### src/hpad_pkg.sv
// Purpose: Shared constants and types of the hub port attach logic.
// Assumes: Clock of 125 MHz, registers eight bits wide.
// Notes:   Counts are derived from times, never typed by hand.
package hpad_pkg;

  // Clock
  localparam int CLK_PERIOD_PS = 8000;

  // Line state filter timing on downstream ports
  localparam int ATTACH_MIN_NS = 2500;
  localparam int DETACH_MIN_NS = 2000;
  localparam int DETACH_MAX_NS = 2500;
  localparam int ATTACH_CYC =
    (ATTACH_MIN_NS * 1000 + CLK_PERIOD_PS - 1) / CLK_PERIOD_PS;
  localparam int DETACH_CYC =
    (DETACH_MIN_NS * 1000 + CLK_PERIOD_PS - 1) / CLK_PERIOD_PS;
  localparam int DETACH_MAX_CYC = (DETACH_MAX_NS * 1000) / CLK_PERIOD_PS;
  localparam int FILT_W = 9;
  localparam logic [FILT_W-1:0] ATTACH_CNT = FILT_W'(ATTACH_CYC);
  localparam logic [FILT_W-1:0] DETACH_CNT = FILT_W'(DETACH_CYC);
  localparam logic [FILT_W-1:0] DETACH_MAX_CNT = FILT_W'(DETACH_MAX_CYC);
  localparam logic [FILT_W-1:0] FILT_MAX = {FILT_W{1'b1}};

  // Upstream bus reset: least SE0 time that is taken as reset
  localparam int UP_RESET_MIN_US = 12;
  localparam int UP_RESET_CYC =
    (UP_RESET_MIN_US * 1000000 + CLK_PERIOD_PS - 1) / CLK_PERIOD_PS;
  localparam int UP_W = 11;
  localparam logic [UP_W-1:0] UP_RESET_CNT = UP_W'(UP_RESET_CYC);

  // End of packet driven at EOF1: two bit times SE0, one bit time J
  localparam int FS_BIT_PS = 83333;
  localparam int EOP_SE0_CYC =
    (2 * FS_BIT_PS + CLK_PERIOD_PS - 1) / CLK_PERIOD_PS;
  localparam int EOP_J_CYC = (FS_BIT_PS + CLK_PERIOD_PS - 1) / CLK_PERIOD_PS;
  localparam int EOP_W = 5;
  localparam logic [EOP_W-1:0] EOP_SE0_LAST = EOP_W'(EOP_SE0_CYC - 1);
  localparam logic [EOP_W-1:0] EOP_J_LAST = EOP_W'(EOP_J_CYC - 1);
  localparam int FRAME_W = 17;

  // Register map
  localparam int REG_W = 8;
  localparam int ADDR_W = 8;
  localparam logic [ADDR_W-1:0] REG_ATTACH = 8'h48;
  localparam logic [ADDR_W-1:0] REG_LOW_SPEED = 8'h4A;
  localparam logic [ADDR_W-1:0] REG_INT_STATUS = 8'h60;
  localparam logic [ADDR_W-1:0] REG_INT_MASK = 8'h61;
  localparam int RESERVED_BIT = 7;
  localparam logic [REG_W-1:0] REG_RESET = 8'h00;

  typedef enum logic [1:0] {
    EOP_IDLE  = 2'b00,
    EOP_COUNT = 2'b01,
    EOP_SE0   = 2'b10,
    EOP_J     = 2'b11
  } hpad_eop_t;

endpackage

### src/hpad_hub.sv
// Purpose: Downstream port attach detection, port registers, hub
//          interrupt and end of packet at EOF1 for a hub repeater.
// Assumes: All inputs synchronous to clock; one clock domain.
// Notes:   A frame timer elsewhere pulses sof_tick at each frame start.
//
// What this block does
// D+ low with D- high marks a low-speed attach and sets the flag.
// D+ high with D- low marks a full-speed attach and sets the flag.
// Setting an attach flag raises the hub interrupt.
// Attach is recorded only after non-SE0 lasts beyond 2.5 us.
// Detach is recognised after SE0 lasts between 2.0 and 2.5 us.
// Detach clears the port's flag and raises the hub interrupt.
// Both lines low means no device attached.
// Attach register bit x-1 shows port x; one is attached.
// Attach register clears on reset or bus reset, then tracks ports.
// Top bit of the attach register always reads zero.
// Speed register bit x-1 is port x; one means low speed.
// Speed register clears on reset or bus reset; top bit reads zero.
// Firmware writes the port speed when it resets that port.
// An end of packet is driven downstream at EOF1 of each frame.
// Upstream SE0 of 12 to 16 us is taken as a bus reset.
// Filters count clock cycles and restart on any line change.
// One shared hub interrupt covers every attach or detach change.
`timescale 1ns/1ns
module hpad_hub
  import hpad_pkg::*;
#(
  parameter int NUM_PORTS   = 7,
  parameter int EOF1_CYCLES = 124000
)
(
  input  wire logic                 clock,
  input  wire logic                 nrst,
  input  wire logic                 clk_en,
  input  wire logic [ADDR_W-1:0]    reg_addr,
  input  wire logic [REG_W-1:0]     reg_wdata,
  input  wire logic                 reg_wr,
  input  wire logic                 reg_rd,
  output logic      [REG_W-1:0]     reg_rdata,
  input  wire logic [NUM_PORTS-1:0] ds_dp_in,
  input  wire logic [NUM_PORTS-1:0] ds_dm_in,
  output logic      [NUM_PORTS-1:0] ds_dp_out,
  output logic      [NUM_PORTS-1:0] ds_dm_out,
  output logic      [NUM_PORTS-1:0] ds_oe,
  input  wire logic                 up_dp_in,
  input  wire logic                 up_dm_in,
  input  wire logic                 sof_tick,
  output logic                      bus_reset_active,
  output logic                      hub_irq
);

  localparam int ST_W = NUM_PORTS + 1;

  logic [NUM_PORTS-1:0] port_attach_flags;
  logic [NUM_PORTS-1:0] port_low_speed_flags;
  logic [ST_W-1:0]      int_status;
  logic [ST_W-1:0]      int_mask;
  logic [NUM_PORTS-1:0] attach_evt;
  logic [NUM_PORTS-1:0] detach_evt;
  logic [NUM_PORTS-1:0] port_seen;
  logic [UP_W-1:0]      up_se0_cnt;
  logic [FRAME_W-1:0]   frame_cnt;
  logic [EOP_W-1:0]     eop_cnt;
  hpad_eop_t            eop_state;
  hpad_eop_t            next_eop_state;

  // Per-port line filters
  genvar gi;
  generate
    for (gi = 0; gi < NUM_PORTS; gi++) begin : g_port
      hpad_port_filter u_filter (
        .clock      (clock),
        .nrst       (nrst),
        .clk_en     (clk_en),
        .clear      (bus_reset_active),
        .line_dp    (ds_dp_in[gi]),
        .line_dm    (ds_dm_in[gi]),
        .attached   (port_seen[gi]),
        .attach_evt (attach_evt[gi]),
        .detach_evt (detach_evt[gi])
      );
    end
  endgenerate

  // Upstream bus reset detection
  wire up_se0       = ~up_dp_in & ~up_dm_in;
  wire up_cnt_done  = up_se0_cnt == UP_RESET_CNT;
  wire up_reset_hit = up_se0 & (up_se0_cnt == UP_RESET_CNT - 1'b1);
  // Interrupt is raised when SE0 goes away, not when it is first seen
  wire bus_reset_end = bus_reset_active & ~up_se0;

  wire [UP_W-1:0] next_up_se0_cnt =
    ~up_se0 ? '0 : up_cnt_done ? up_se0_cnt : up_se0_cnt + 1'b1;

  always_ff @(posedge clock) begin
    if (!nrst) begin
      up_se0_cnt       <= '0;
      bus_reset_active <= 1'b0;
    end else if (clk_en) begin
      up_se0_cnt       <= next_up_se0_cnt;
      bus_reset_active <= up_se0 & (bus_reset_active | up_reset_hit);
    end
  end

  // Register decode
  wire wr_attach = reg_wr & (reg_addr == REG_ATTACH);
  wire wr_speed  = reg_wr & (reg_addr == REG_LOW_SPEED);
  wire wr_status = reg_wr & (reg_addr == REG_INT_STATUS);
  wire wr_mask   = reg_wr & (reg_addr == REG_INT_MASK);

  wire [NUM_PORTS-1:0] wdata_ports = reg_wdata[NUM_PORTS-1:0];
  wire [ST_W-1:0]      wdata_st    = reg_wdata[ST_W-1:0];

  // Line events override a firmware write in the same cycle
  wire [NUM_PORTS-1:0] attach_base =
    wr_attach ? wdata_ports : port_attach_flags;
  wire [NUM_PORTS-1:0] next_attach =
    bus_reset_active ? '0 :
    (attach_base | attach_evt) & ~detach_evt;

  wire [NUM_PORTS-1:0] next_low_speed =
    bus_reset_active ? '0 :
    wr_speed ? wdata_ports : port_low_speed_flags;

  // Status: port changes low, bus reset end on top; set beats clear
  wire [NUM_PORTS-1:0] port_change = attach_evt | detach_evt;
  wire [ST_W-1:0] st_events = {bus_reset_end, port_change};
  wire [ST_W-1:0] st_clear  = wr_status ? wdata_st : '0;
  wire [ST_W-1:0] next_status = (int_status & ~st_clear) | st_events;
  wire [ST_W-1:0] next_mask   = wr_mask ? wdata_st : int_mask;
  wire            next_irq    = |(int_status & int_mask);

  always_ff @(posedge clock) begin
    if (!nrst) begin
      port_attach_flags    <= '0;
      port_low_speed_flags <= '0;
      int_status           <= '0;
      int_mask             <= '0;
      hub_irq              <= 1'b0;
    end else if (clk_en) begin
      port_attach_flags    <= next_attach;
      port_low_speed_flags <= next_low_speed;
      int_status           <= next_status;
      int_mask             <= next_mask;
      hub_irq              <= next_irq;
    end
  end

  // Read path: narrow registers zero-extend, so the top bit reads zero
  wire [REG_W-1:0] rd_word =
    (reg_addr == REG_ATTACH)     ? REG_W'(port_attach_flags) :
    (reg_addr == REG_LOW_SPEED)  ? REG_W'(port_low_speed_flags) :
    (reg_addr == REG_INT_STATUS) ? REG_W'(int_status) :
    (reg_addr == REG_INT_MASK)   ? REG_W'(int_mask) :
                                   REG_RESET;

  always_ff @(posedge clock) begin
    if (!nrst) begin
      reg_rdata <= REG_RESET;
    end else if (clk_en) begin
      reg_rdata <= reg_rd ? rd_word : REG_RESET;
    end
  end

  // Frame timer and end of packet at EOF1
  wire eof1_hit = frame_cnt == FRAME_W'(EOF1_CYCLES);

  always_comb begin
    next_eop_state = eop_state;
    case (eop_state)
      EOP_IDLE: begin
        if (sof_tick) begin
          next_eop_state = EOP_COUNT;
        end
      end
      EOP_COUNT: begin
        if (eof1_hit) begin
          next_eop_state = EOP_SE0;
        end
      end
      EOP_SE0: begin
        if (eop_cnt == EOP_SE0_LAST) begin
          next_eop_state = EOP_J;
        end
      end
      EOP_J: begin
        if (eop_cnt == EOP_J_LAST) begin
          next_eop_state = EOP_IDLE;
        end
      end
      default: begin
        next_eop_state = EOP_IDLE;
      end
    endcase
    if (bus_reset_active) begin
      next_eop_state = EOP_IDLE;
    end
  end

  // A fresh frame start while counting restarts the frame
  wire frame_restart = sof_tick & (eop_state != EOP_SE0) &
                       (eop_state != EOP_J);
  wire [FRAME_W-1:0] next_frame_cnt =
    (frame_restart | (eop_state != EOP_COUNT)) ? '0 : frame_cnt + 1'b1;
  wire [EOP_W-1:0] next_eop_cnt =
    (next_eop_state != eop_state) ? '0 : eop_cnt + 1'b1;

  // Idle J differs by speed: D+ high full speed, D- high low speed
  wire drive_on = (next_eop_state == EOP_SE0) | (next_eop_state == EOP_J);
  wire drive_j  = next_eop_state == EOP_J;
  wire [NUM_PORTS-1:0] next_dp = drive_j ? ~port_low_speed_flags : '0;
  wire [NUM_PORTS-1:0] next_dm = drive_j ? port_low_speed_flags : '0;

  always_ff @(posedge clock) begin
    if (!nrst) begin
      eop_state <= EOP_IDLE;
      frame_cnt <= '0;
      eop_cnt   <= '0;
      ds_oe     <= '0;
      ds_dp_out <= '0;
      ds_dm_out <= '0;
    end else if (clk_en) begin
      eop_state <= next_eop_state;
      frame_cnt <= next_frame_cnt;
      eop_cnt   <= next_eop_cnt;
      ds_oe     <= {NUM_PORTS{drive_on}};
      ds_dp_out <= next_dp;
      ds_dm_out <= next_dm;
    end
  end
endmodule

### src/hpad_port_filter.sv
// Purpose: Attach and detach filter for one downstream line pair.
// Assumes: Line inputs synchronous to clock.
// Notes:   Events are one-cycle pulses from flops.
`timescale 1ns/1ns
module hpad_port_filter
  import hpad_pkg::*;
(
  input  wire logic clock,
  input  wire logic nrst,
  input  wire logic clk_en,
  input  wire logic clear,
  input  wire logic line_dp,
  input  wire logic line_dm,
  output logic      attached,
  output logic      attach_evt,
  output logic      detach_evt
);

  logic [1:0]        line_prev;
  logic [FILT_W-1:0] run_cnt;
  logic [FILT_W-1:0] next_run_cnt;

  wire line_se0   = ~line_dp & ~line_dm;
  wire line_jk    = line_dp ^ line_dm;
  wire line_moved = {line_dp, line_dm} != line_prev;
  wire cnt_sat    = run_cnt == FILT_MAX;

  // Any change of the sampled pair restarts the run
  assign next_run_cnt = line_moved ? '0 :
                        cnt_sat ? run_cnt : run_cnt + 1'b1;

  wire hit_attach = ~attached & line_jk & ~line_moved &
                    (run_cnt >= ATTACH_CNT);
  wire hit_detach = attached & line_se0 & ~line_moved &
                    (run_cnt >= DETACH_CNT);

  always_ff @(posedge clock) begin
    if (!nrst) begin
      line_prev  <= 2'h0;
      run_cnt    <= '0;
      attached   <= 1'b0;
      attach_evt <= 1'b0;
      detach_evt <= 1'b0;
    end else if (clk_en) begin
      line_prev  <= {line_dp, line_dm};
      run_cnt    <= clear ? '0 : next_run_cnt;
      attached   <= clear ? 1'b0 : attached ? ~hit_detach : hit_attach;
      attach_evt <= ~clear & hit_attach;
      detach_evt <= ~clear & hit_detach;
    end
  end
endmodule

### config.mk
export PLATFORM = sky130hd
export DESIGN_NAME = hpad_hub
export DESIGN_NICKNAME = d
export VERILOG_FILES = /design/src/hpad_pkg.sv /design/src/hpad_hub.sv /design/src/hpad_port_filter.sv
export SDC_FILE = /design/constraint.sdc
export NUM_CORES = 1
export LEC_CHECK = 0
export BUFFER_PORTS_ARGS = -buffer_cell sky130_fd_sc_hd__buf_2
export CAP_MARGIN = 40
export CORE_UTILIZATION = 30
export CTS_BUF_LIST = sky130_fd_sc_hd__clkbuf_8
export DETAILED_ROUTE_END_ITERATION = 10
export SLEW_MARGIN = 20
export SYNTH_ARGS = -nofsm -noshare
export SYNTH_HDL_FRONTEND = slang
export SYNTH_SLANG_ARGS = --single-unit
### constraint.sdc
create_clock -name clock -period 4.5 [get_ports clock]
set_input_delay 0.225 -clock clock [delete_from_list [all_inputs] [get_ports clock]]
set_output_delay 0.225 -clock clock [all_outputs]
set_load 0.01 [all_outputs]
* Word-level counts from Yosys, hierarchy flattened
Index checks and enable logic that the tools add are counted.
** Word-level totals
- Bits of input ports :: 38
- Register bits after elaboration :: 188
- Output and inout port bits :: 31
- Word-level logic and storage cells :: 314
** Operators by class
- Order comparisons :: 14
- Muxes and demuxes :: 57
- Reductions and logical operators :: 13
- Bitwise operators :: 131
- Add/subtract/negate cells :: 10
- Eq/ne operators :: 40
** Operator list (number)
- $mux W9 :: 21
- $and A1 B1 Y1 :: 73
- $add A9 B1 Y9 const B :: 7
- $eq A9 B9 Y1 const B :: 7
- $ge A9 B8 Y1 const B :: 7
- $ge A9 B9 Y1 const B :: 7
- $mux W8 :: 6
- $mux W7 :: 6
- $not A1 Y1 :: 39
- $eq A8 B7 Y1 const B :: 4
- $eq A11 B11 Y1 const B :: 2
- $mux W11 :: 2
- $ne A3 B2 Y1 const B :: 7
- $reduce_and A2 Y1 :: 10
- $add A17 B1 Y17 const B :: 1
- $eq A17 B17 Y1 const B :: 1
- $mux W17 :: 1
- $and A8 B8 Y8 :: 2
- $ne A2 B2 Y1 :: 8
- $mux W1 :: 14
- $not A7 Y7 :: 2
- $or A7 B7 Y7 :: 2
- $add A11 B1 Y11 const B :: 1
- $mux W2 :: 5
- other kinds (17) :: 30

* Depth between registers and ports, before layout
Gate-level depths: netlist of the first run.
- Word-level depth :: 8
- Depth in mapped cells :: 10
- Depth with buffers taken out :: 10

* Hierarchy
From an unflattened synthesis of the first run, not the netlist that was laid out.
** Second synthesis, totals
- Cell total of the unflattened synthesis :: 1132
- Area, all modules :: 9741.8 um^2
** Modules (own cells, without submodules)
- hpad_port_filter :: times used 7, cells each 90, sequential area each 280.3 um^2, area each 787.0 um^2
- hpad_hub :: times used 1, cells each 502, sequential area each 1801.7 um^2, area each 4232.8 um^2

* Worst setup path before layout of the first run
OpenSTA, ideal clock, no wires.
- Path type :: reg-to-reg
- From :: register g_port[2].u_filter.run_cnt[1]
- To :: register g_port[2].u_filter.run_cnt[5]
- Setup slack :: 2.328 ns
- Arrival time :: 2.100 ns
- Buffers on the path :: 0
- Setup time :: 0.072 ns
- Period minus slack after synthesis :: 2.172 ns
- Stages on the path, launching flop included :: 11
- Required time :: 4.428 ns
- Path through :: dfxtp_1 -> ha_1 -> nand2_1 -> nor2_1 -> and2_1 -> ha_1 -> inv_1 -> o41ai_2 -> nor2_1 -> a31o_1 -> a21oi_1
** Between the ends
- Cells in the longest elaborated chain, start to end :: 4
- Elaborated cells between the ends (all ways) :: 7
- Classes of those cells :: 1 x add/sub; 2 x eq/ne; 3 x mux; 1 x reduce/logical
** RTL lines
- from (decl) :: RTL line hpad_port_filter.sv:20 : logic [FILT_W-1:0] run_cnt;
- from (signal assigned) :: RTL line hpad_port_filter.sv:46 : run_cnt <= clear ? '0 : next_run_cnt;
- $add A9 B1 Y9 :: RTL line hpad_port_filter.sv:30 : cnt_sat ? run_cnt : run_cnt + 1'b1;
- $mux W9 :: RTL line hpad_port_filter.sv:30
- $mux W9 :: RTL line hpad_port_filter.sv:29 : assign next_run_cnt = line_moved ? '0 :
- $mux W9 :: RTL line hpad_port_filter.sv:46
Several ways; a longest one is shown, not always the timed one. The select of a mux whose other input is x is not followed.
A chain may end at the register's enable or synchronous reset.

* Final worst setup path of the first run
Same ends and word-level chain as after synthesis.

==> results.txt, run 1 <==
----------------------------------------------------
[STA]
  Highest clock frequency the design can meet ... 394 MHz
  Final hold violations ... 0
  Worst clock skew ... 0.0204 ns
  Period minus WS final ... 2.54 ns
  Fin Hold WS ... 0.0192 ns
  Fin. max-slew vios ... 0
  TNS Setup ... 0 ns
  Portion of the clock cycle consumed by the worst path in the final layout ... 56.5%
  Max-Slew Margin vs Limit ... 46.2%
  Worst Max-Slew Pin Slew ... 0.807 ns
  Final setup viols ... 0
  RSZ-0062 raised after global routing ... false

[Clock tree]
  Clock root buffer ... sky130_fd_sc_hd__clkbuf_8
  Setup bufs post-CTS ... 0
  Clock slew seen by the registers of the worst setup and hold paths ... 0.11 ns
  Clock Sink Count ... 188
  Clock Tree Buf Depth ... 2
  Number of gates resized after CTS ... 0
  Cts bufs inserted ... 17
  TritonCTS clock tree ... done
  Clk Latency, worst-skew pair ... 0.50 ns
  Hold bufs inserted after CTS ... 14
  H-tree lvl count ... 4

[Finish]
  Post-layout net count ... 1,244
  Final instance area ... 0.0106 mm^2
  Layout cells sized above 1 ... 11.3%
  Filler cell count ... 3,145
  Signed area change from the synthesized netlist to the final layout ... 13.2%

[Yosys]
  Cells taking the most area after synthesis ... sky130_fd_sc_hd__dfxtp_1 (40%), sky130_fd_sc_hd__nor2_1 (7.0%), sky130_fd_sc_hd__ha_1 (5.6%), sky130_fd_sc_hd__xnor2_1 (4.6%), sky130_fd_sc_hd__nand2_1 (3.3%)
  Post-synth ARST share ... 0%
  Gate count of the mapped netlist ... 1,098
  Cell Area, Synth ... 0.00936 mm^2
  Number of warning messages in the yosys log ... 0
  Average cell area after synthesis ... 8.53 um^2
  Nets in the synthesized netlist ... 1,178
  Predominant post-synthesis flop cell ... sky130_fd_sc_hd__dfxtp_1
  Portion of the post-synthesis area used by sequential elements ... 40.2%
  Number of register bits inferred by synthesis ... 188
  Number of unique standard cell types used by synthesis ... 77
  Number of flops mapped to enable cells by yosys ... 0
  Top-area cell type share of the netlist area ... 40.2%
  Largest area contributor in the synthesized netlist ... sky130_fd_sc_hd__dfxtp_1

[Detailed routing]
  Count of unresolved DRC violations after routing ... 0
  Wire length on met3 ... 894 um
  DR top layer ... met5
  Routed length on met1 ... 10,800 um
  Detail-routed net length per standard cell ... 13.6 um
  Via count of the routed design ... 7,781
  Routed WL ... 21,400 um
  Starting DRC count in detailed routing ... 372
  Number of detailed-routing iterations run before antenna repair ... 4
  Met2 layer wire length in the routed design ... 9400 um
  Detailed-route vias per instance ... 4.94
  Antenna viol nets, final ... 0

[Setup path]
  R2r startpoint ... g_port[2].u_filter.run_cnt[1]$_SDFFE_PN0P_
  Crit path launch type ... flip-flop
  Signal arrival time at the worst endpoint ... 2.97 ns
  Largest fanout of any net on the critical path ... 7
  Kind of critical path ... reg2reg
  Critical path capture point type ... flip-flop
  Launching instance or port of the critical path ... g_port[2].u_filter.run_cnt[1]$_SDFFE_PN0P_
  Required time at the worst-slack endpoint ... 4.93 ns
  Worst r2r path cells ... 10

[Job]
  Max-cap check violation count ... 0

[Place]
  Placed Instance Area ... 0.0100 mm^2
  Last weighted congestion value of the routability-driven placer ... 0.816
  HPWL after detailed placement ... 15,400 um
  Count of port buffers added during placement ... 68

[Min path]
  Type of the worst min-delay path ... in2reg
  Launch instance of the worst min-delay path ... ds_dm_in[5]
  Hold depth ... 3

[Floorplanning]
  # IOs ... 69
  # rows ... 64
  Die area ... 0.0319 mm^2
  DIE HEIGHT ... 179 um
  Starting density of the core ... 30.5%
  Core region area ... 0.0307 mm^2
  Overall die width ... 179 um

[Power and ir drop]
  Leakage ... 3.95 nW
  Power density cells ... 291 mW/mm^2
  Peak ir drop on the vdd network ... 0.000140 V
  Final Total Pwr ... 0.00308 W

[Global routing]
  Total track usage ... 14.0%
  Largest net degree at the start of global routing ... 74
  Wire length of the first global-routing pass ... 36,000 um
  Vias in the first global route ... 7,206
  Initial antenna violation count ... 4
  Overflow left after global routing ... 0

[Status]
  Status ... completed

----------------------------------------------------
synthesized netlist by cell type, types with 9 or more instances:
cell type                    n
sky130_fd_sc_hd__xor2_1     28
sky130_fd_sc_hd__a21oi_1    49
sky130_fd_sc_hd__nand4_1    21
sky130_fd_sc_hd__nor2b_1    14
sky130_fd_sc_hd__o21ai_0    30
sky130_fd_sc_hd__or3_1      15
sky130_fd_sc_hd__a22o_1     14
sky130_fd_sc_hd__a32oi_1    11
sky130_fd_sc_hd__nor4_1     12
sky130_fd_sc_hd__and3_1     11
sky130_fd_sc_hd__nor3_1     38
sky130_fd_sc_hd__clkbuf_1   20
sky130_fd_sc_hd__inv_1      66
sky130_fd_sc_hd__mux2i_1    31
sky130_fd_sc_hd__xnor2_1    49
sky130_fd_sc_hd__nor2_1    175
sky130_fd_sc_hd__nand3_1    42
sky130_fd_sc_hd__ha_1       42
sky130_fd_sc_hd__nand2_1    83
sky130_fd_sc_hd__dfxtp_1   188
sky130_fd_sc_hd__buf_2      10
sky130_fd_sc_hd__o21a_1      9
cells by family (layout without fill, tap and decap cells):
family	after synthesis	after routing	synth area share, %
AND/OR/NAND/NOR	454	454	24.0
AO/OA/AOI/OAI	194	194	14.6
flip-flops	188	188	40.2
buffers and inverters	112	191	5.07
XOR/XNOR	77	77	7.20
adder cells (fa/ha/maj)	42	42	5.61
multiplexers	31	31	3.31
other	0	3	0
routing by layer:
metal  up-vias  GRT usage [%]
li1       3986              -
met1      3631           18.5
met2       129           22.2
met3        31           3.52
met4         4           4.52
met5         -              0
worst max-delay path: stages (launching register included):
cell and delay [ns]:
sky130_fd_sc_hd__dfxtp_1 0.44, sky130_fd_sc_hd__ha_1 0.23, sky130_fd_sc_hd__nand2_1 0.09, sky130_fd_sc_hd__nor2_1 0.15, sky130_fd_sc_hd__and2_1 0.15, sky130_fd_sc_hd__ha_1 0.16
sky130_fd_sc_hd__inv_1 0.05, sky130_fd_sc_hd__o41ai_2 0.65, sky130_fd_sc_hd__nor2_1 0.19, sky130_fd_sc_hd__a31o_1 0.25, sky130_fd_sc_hd__a21oi_1 0.12
where the power goes:
part	leakage, nW	internal [W]	switching, W
logic	2.22	0.0000865	0.000157
registers	1.52	0.00168	0.0000193
clock network	0.205	0.000423	0.000716
path summary, 6_finish.rpt:
check                                                                    end  slack (ns)
worst min-delay path            g_port[5].u_filter.line_prev[0]$_SDFFE_PN0P_        0.02
worst min register to register                     ds_dp_out[1]$_SDFFE_PN0P_        0.46
worst max-delay path              g_port[2].u_filter.run_cnt[5]$_SDFFE_PN0P_        1.96
worst max register to register    g_port[2].u_filter.run_cnt[5]$_SDFFE_PN0P_        1.96
metrics by stage:
step	std cells	util, %	setup WS [ns]
after CTS	1572	34.5	1.95
after global routing	1574	34.5	1.69
after global placement	1526	32.7	1.99
final	1576	34.6	1.96
after detailed placement	1526	32.7	1.91
after floorplan	1098	-	2.33
cell type report:
class	instances	area, um^2	area share [%]
Timing Repair Buffer	91	551	5.19
Sequential cell	188	3760	35.5
Multi-Input combinational cell	798	5120	48.3
Clock buffer	17	234	2.21
Tap cell	396	495	4.67
Antenna cell	3	7.51	0.0708
Clock inverter	15	170	1.61
Inverter	68	255	2.41
layout by cell type, fill, tap and decap left out, types with 12 or more instances in the layout:
| master | instances |
|---|---|
| sky130_fd_sc_hd__nand2_1 | 83 |
| sky130_fd_sc_hd__a22o_1 | 14 |
| sky130_fd_sc_hd__buf_2 | 68 |
| sky130_fd_sc_hd__nor2_1 | 175 |
| sky130_fd_sc_hd__xor2_1 | 28 |
| sky130_fd_sc_hd__dfxtp_1 | 188 |
| sky130_fd_sc_hd__mux2i_1 | 31 |
| sky130_fd_sc_hd__clkbuf_8 | 17 |
| sky130_fd_sc_hd__inv_1 | 66 |
| sky130_fd_sc_hd__or3_1 | 15 |
| sky130_fd_sc_hd__nor3_1 | 38 |
| sky130_fd_sc_hd__nor4_1 | 12 |
| sky130_fd_sc_hd__dlygate4sd3_1 | 15 |
| sky130_fd_sc_hd__nand4_1 | 21 |
| sky130_fd_sc_hd__o21ai_0 | 30 |
| sky130_fd_sc_hd__ha_1 | 42 |
| sky130_fd_sc_hd__xnor2_1 | 49 |
| sky130_fd_sc_hd__a21oi_1 | 49 |
| sky130_fd_sc_hd__nor2b_1 | 14 |
| sky130_fd_sc_hd__nand3_1 | 42 |
registers in the layout, summed over array words and instances (netlist names), 8 cells and up:
name / count
reg_rdata: 8
int_mask: 8
int_status: 8
frame_cnt: 17
g_port.u_filter.line_prev: 14
up_se0_cnt: 11
g_port.u_filter.run_cnt: 63
No activity file was read; power rests on OpenSTA's default activity.
==> run 2: changes to the inputs <==
ABC_AREA = 1   (was default)
clock period = 2.28 ns   (was 4.5 ns; I/O delays follow)
==> results.txt, run 2 <==
----------------------------------------------------
[Floorplanning]
  # rows ... 65 (was 64)
  Core region area ... 0.0319 mm^2 (was 0.0307 mm^2)
  # IOs ... 69 (unchanged)
  Overall die width ... 183 um (was 179 um)
  DIE HEIGHT ... 183 um (was 179 um)
  Die area ... 0.0335 mm^2 (was 0.0319 mm^2)
  Starting density of the core ... 30.8% (was 30.5%)

[Yosys]
  Post-synth ARST share ... 0% (unchanged)
  Top-area cell type share of the netlist area ... 38.3% (was 40.2%)
  Number of warning messages in the yosys log ... 0 (unchanged)
  Cell types with the highest counts after synthesis ... sky130_fd_sc_hd__nand2_1 (289), sky130_fd_sc_hd__dfxtp_1 (188), sky130_fd_sc_hd__inv_1 (168) (was sky130_fd_sc_hd__dfxtp_1 (188), sky130_fd_sc_hd__nor2_1 (175), sky130_fd_sc_hd__nand2_1 (83))
  Predominant post-synthesis flop cell ... sky130_fd_sc_hd__dfxtp_1 (unchanged)
  Largest area contributor in the synthesized netlist ... sky130_fd_sc_hd__dfxtp_1 (unchanged)
  Portion of the post-synthesis area used by sequential elements ... 38.3% (was 40.2%)
  Average cell area after synthesis ... 7.09 um^2 (was 8.53 um^2)
  Nets in the synthesized netlist ... 1,465 (was 1,178)
  Gate count of the mapped netlist ... 1,385 (was 1,098)
  Library cell with the highest instance count after synthesis ... sky130_fd_sc_hd__nand2_1 (was sky130_fd_sc_hd__dfxtp_1)
  Number of register bits inferred by synthesis ... 188 (unchanged)
  Number of unique standard cell types used by synthesis ... 48 (was 77)
  Cell Area, Synth ... 0.00982 mm^2 (was 0.00936 mm^2)
  Number of flops mapped to enable cells by yosys ... 0 (unchanged)
  Cells taking the most area after synthesis ... sky130_fd_sc_hd__dfxtp_1 (38%), sky130_fd_sc_hd__nand2_1 (11%), sky130_fd_sc_hd__a21oi_1 (7.3%), sky130_fd_sc_hd__inv_1 (6.4%), sky130_fd_sc_hd__ha_1 (5.3%) (was sky130_fd_sc_hd__dfxtp_1 (40%), sky130_fd_sc_hd__nor2_1 (7.0%), sky130_fd_sc_hd__ha_1 (5.6%), sky130_fd_sc_hd__xnor2_1 (4.6%), sky130_fd_sc_hd__nand2_1 (3.3%))

[Clock tree]
  Clock slew seen by the registers of the worst setup and hold paths ... 0.11 ns (about the same)
  H-tree lvl count ... 4 (unchanged)
  TritonCTS clock tree ... done (unchanged)
  Cts bufs inserted ... 17 (unchanged)
  Clock root buffer ... sky130_fd_sc_hd__clkbuf_8 (unchanged)
  Clk Latency, worst-skew pair ... 0.47 ns (was 0.50 ns)
  Clock Sink Count ... 188 (unchanged)
  Number of gates resized after CTS ... 0 (unchanged)
  Clock Tree Buf Depth ... 2 (unchanged)

[Finish]
  Largest register by flop count ... g_port.u_filter.run_cnt (unchanged)
  N_diodes ... 0 (was 3)
  Top Registers ... g_port.u_filter.run_cnt: 63 flops, frame_cnt: 17 flops, g_port.u_filter.line_prev: 14 flops (unchanged)
  Most common cell after layout, fill and taps aside ... sky130_fd_sc_hd__nand2_1 (was sky130_fd_sc_hd__dfxtp_1)
  Commonest cells after routing, fill and taps aside ... sky130_fd_sc_hd__nand2_1 (289), sky130_fd_sc_hd__dfxtp_1 (188), sky130_fd_sc_hd__inv_1 (169) (was sky130_fd_sc_hd__dfxtp_1 (188), sky130_fd_sc_hd__nor2_1 (175), sky130_fd_sc_hd__nand2_1 (83))
  Signed area change from the synthesized netlist to the final layout ... 15.0% (was 13.2%)
  Layout cells sized above 1 ... 12.8% (was 11.3%)
  Max FFs per register ... 63 (unchanged)
  Post-layout net count ... 1,549 (was 1,244)
  Post-Route Utilization ... 35.4% (was 34.6%)

[Power and ir drop]
  P_int ... 0.00487 W (was 0.00219 W)
  Leakage ... 4.40 nW (was 3.95 nW)
  Clock share of power ... 39.6% (was 36.9%)
  Power density cells ... 576 mW/mm^2 (was 291 mW/mm^2)
  Net Switching ... 0.00164 W (was 0.000892 W)
  Switching part of the total power ... 25.2% (was 28.9%)
  Seq pwr share ... 51.7% (was 55.2%)
  Power share of the combinational group ... 8.7% (was 7.9%)
  Peak ir drop on the vdd network ... 0.000359 V (was 0.000140 V)

[Setup path]
  Max stage delay cell, worst path ... sky130_fd_sc_hd__dfxtp_1 (was sky130_fd_sc_hd__o41ai_2)
  Critical path capture point type ... flip-flop (unchanged)
  Peak per-stage delay on the critical path ... 0.42 ns (was 0.65 ns)
  Worst r2r path cells ... 12 (was 10)
  Largest fanout of any net on the critical path ... 8 (was 7)
  RR Endpoint ... g_port[2].u_filter.run_cnt[7]$_SDFFE_PN0P_ (was g_port[2].u_filter.run_cnt[5]$_SDFFE_PN0P_)
  Signal arrival time at the worst endpoint ... 2.34 ns (was 2.97 ns)
  Crit path launch type ... flip-flop (unchanged)
  Cell chain of the critical path ... ha_1 > nand2_1 > nor2_1 > nand2_1 > nor2_1 > ha_1 > nand2_1 > nand2_1 > inv_2 > nand3_1 > xor2_1 > nor2_1 (was ha_1 > nand2_1 > nor2_1 > and2_1 > ha_1 > inv_1 > o41ai_2 > nor2_1 > a31o_1 > a21oi_1)
  R2r startpoint ... g_port[2].u_filter.run_cnt[0]$_SDFFE_PN0P_ (was g_port[2].u_filter.run_cnt[1]$_SDFFE_PN0P_)
  Slack of the worst reg-to-reg path ... 0.32 ns (was 1.96 ns)
  Required time at the worst-slack endpoint ... 2.65 ns (was 4.93 ns)
  Most common cell on crit path ... sky130_fd_sc_hd__nand2_1
  Kind of critical path ... reg2reg (unchanged)

[Place]
  Count of port buffers added during placement ... 68 (unchanged)
  HPWL after detailed placement ... 17,300 um (was 15,400 um)
  Last weighted congestion value of the routability-driven placer ... 0.854 (was 0.816)

[STA]
  RSZ-0062 raised after global routing ... false (unchanged)
  Period minus WS final ... 1.96 ns (was 2.54 ns)
  Fin Hold WS ... 0.0913 ns (was 0.0192 ns)
  Final setup viols ... 0 (unchanged)
  Max-Slew Margin vs Limit ... 62.3% (was 46.2%)
  TNS Setup ... 0 ns (unchanged)
  Final hold violations ... 0 (unchanged)
  Worst clock skew ... 0.0258 ns (was 0.0204 ns)
  Portion of the clock cycle consumed by the worst path in the final layout ... 86.1% (was 56.5%)
  Worst Max-Slew Pin Slew ... 0.564 ns (was 0.807 ns)
  Fin. max-slew vios ... 0 (unchanged)
  Highest clock frequency the design can meet ... 510 MHz (was 394 MHz)

[Detailed routing]
  Routed WL ... 23,600 um (was 21,400 um)
  Starting DRC count in detailed routing ... 711 (was 372)
  Antenna viol nets, final ... 0 (unchanged)
  Detailed-route vias per instance ... 4.67 (was 4.94)
  Via count of the routed design ... 8,945 (was 7,781)
  Count of unresolved DRC violations after routing ... 0 (unchanged)
  Detail-routed net length per standard cell ... 12.3 um (was 13.6 um)
  Number of detailed-routing iterations run before antenna repair ... 5 (was 4)

[Min path]
  Hold-critical path endpoint ... up_se0_cnt[1]$_SDFFE_PN0P_ (was g_port[5].u_filter.line_prev[0]$_SDFFE_PN0P_)
  Launch instance of the worst min-delay path ... nrst (was ds_dm_in[5])
  Type of the worst min-delay path ... in2reg (unchanged)
  Hold depth ... 3 (unchanged)

[Global routing]
  Total track usage ... 14.4% (was 14.0%)
  Wire length of the first global-routing pass ... 39,600 um (was 36,000 um)
  Overflow left after global routing ... 0 (unchanged)
  Vias in the first global route ... 8,219 (was 7,206)
  Largest net degree at the start of global routing ... 41 (was 74)
  Initial antenna violation count ... 0 (was 4)

[Status]
  Status ... completed (unchanged)

[Job]
  Max-cap check violation count ... 0 (unchanged)

----------------------------------------------------
[run 2: cell types whose count changed in the layout (fill, tap and decap cells not counted), moves of 15 or more]
cell                       before  now
sky130_fd_sc_hd__mux2i_1       31    0
sky130_fd_sc_hd__xor2_1        28   12
sky130_fd_sc_hd__nor2_1       175  113
sky130_fd_sc_hd__nand2_1       83  289
sky130_fd_sc_hd__xnor2_1       49   15
sky130_fd_sc_hd__inv_2          2   20
sky130_fd_sc_hd__a211oi_1       5   21
sky130_fd_sc_hd__nand3_1       42   72
sky130_fd_sc_hd__inv_1         66  169
sky130_fd_sc_hd__or3_1         15    0
sky130_fd_sc_hd__o21ai_0       30   74
sky130_fd_sc_hd__a21oi_1       49  144
[run 2: cell families (layout without fill, tap and decap cells)]
group | count (synthesis) | after routing | share of synthesized area [%]
simple gates | 599 | 599 | 27.5
compound gates | 297 | 297 | 16.8
buf+inv | 232 | 328 | 9.58
flops | 188 | 188 | 38.3
fa+ha+maj | 42 | 42 | 5.35
xor+xnor | 27 | 27 | 2.41
[run 2: power groups by stage]
| stage | logic (W) | clock network (W) | registers (W) |
|---|---|---|---|
| floorplan | 0.000368 | 0 | 0.00343 |
| global placement | 0.000530 | 0 | 0.00344 |
| detailed placement | 0.000535 | 0 | 0.00344 |
| CTS | 0.000568 | 0.00268 | 0.00337 |
| global route | 0.000642 | 0.00281 | 0.00337 |
| finish | 0.000564 | 0.00258 | 0.00336 |
[run 2: area by class of cell]
cell class / count / area (um^2)
fillers: 3438 / 20600
inverters: 189 / 711
flip-flops and latches: 188 / 3760
clock inverters: 13 / 210
repair buffers: 108 / 701
clock buffers: 18 / 248
well taps: 435 / 544
multi-input cells: 965 / 5120
[run 2: repair_timing]
item	in CTS	in global routing
setup buffers	0	0
hold buffers	23	0
hold endpoints to repair	35	0
[run 2: layer usage]
layer  share of wire (%)  vias up  track usage (%)
met1                  51     4083             20.3
met2                  44      151             22.5
met4                 1.2        0             4.00
met3                 3.9       17             2.70
li1                    -     4694                -
met5                   0        -                0
[run 2: metrics by stage]
| stage | total power [W] | cells | area [um^2] | worst slack [ns] |
|---|---|---|---|---|
| after CTS | 0.00661 | 1916 | 11300 | 0.324 |
| final | 0.00651 | 1916 | 11300 | 0.318 |
| after floorplan | 0.00380 | 1385 | 9820 | 0.558 |
| after detailed placement | 0.00398 | 1862 | 10600 | 0.350 |
| after global routing | 0.00683 | 1916 | 11300 | 0.112 |
| after global placement | 0.00397 | 1862 | 10600 | 0.352 |
[run 2: worst max path at each step]
stage | from | to | slack [ns]
after floorplan | g_port[2].u_filter.run_cnt[0]$_SDFFE_PN0P_ | g_port[2].u_filter.run_cnt[7]$_SDFFE_PN0P_ | 0.56
after global placement | g_port[2].u_filter.run_cnt[0]$_SDFFE_PN0P_ | g_port[2].u_filter.run_cnt[7]$_SDFFE_PN0P_ | 0.35
after detailed placement | g_port[2].u_filter.run_cnt[0]$_SDFFE_PN0P_ | g_port[2].u_filter.run_cnt[7]$_SDFFE_PN0P_ | 0.35
after CTS | g_port[2].u_filter.run_cnt[0]$_SDFFE_PN0P_ | g_port[2].u_filter.run_cnt[7]$_SDFFE_PN0P_ | 0.32
after global routing | g_port[2].u_filter.run_cnt[0]$_SDFFE_PN0P_ | g_port[2].u_filter.run_cnt[7]$_SDFFE_PN0P_ | 0.11
final | g_port[2].u_filter.run_cnt[0]$_SDFFE_PN0P_ | g_port[2].u_filter.run_cnt[7]$_SDFFE_PN0P_ | 0.32
[run 2: worst max-delay path, delay by kind of cell, from the launching register on]
| kind | cells | cell delay (ns) |
|---|---|---|
| buffers and inverters | 1 | 0.11 |
| XOR/XNOR | 1 | 0.14 |
| AND/OR/NAND/NOR | 8 | 0.83 |
| flip-flops | 1 | 0.42 |
| adder cells (fa/ha/maj) | 2 | 0.37 |
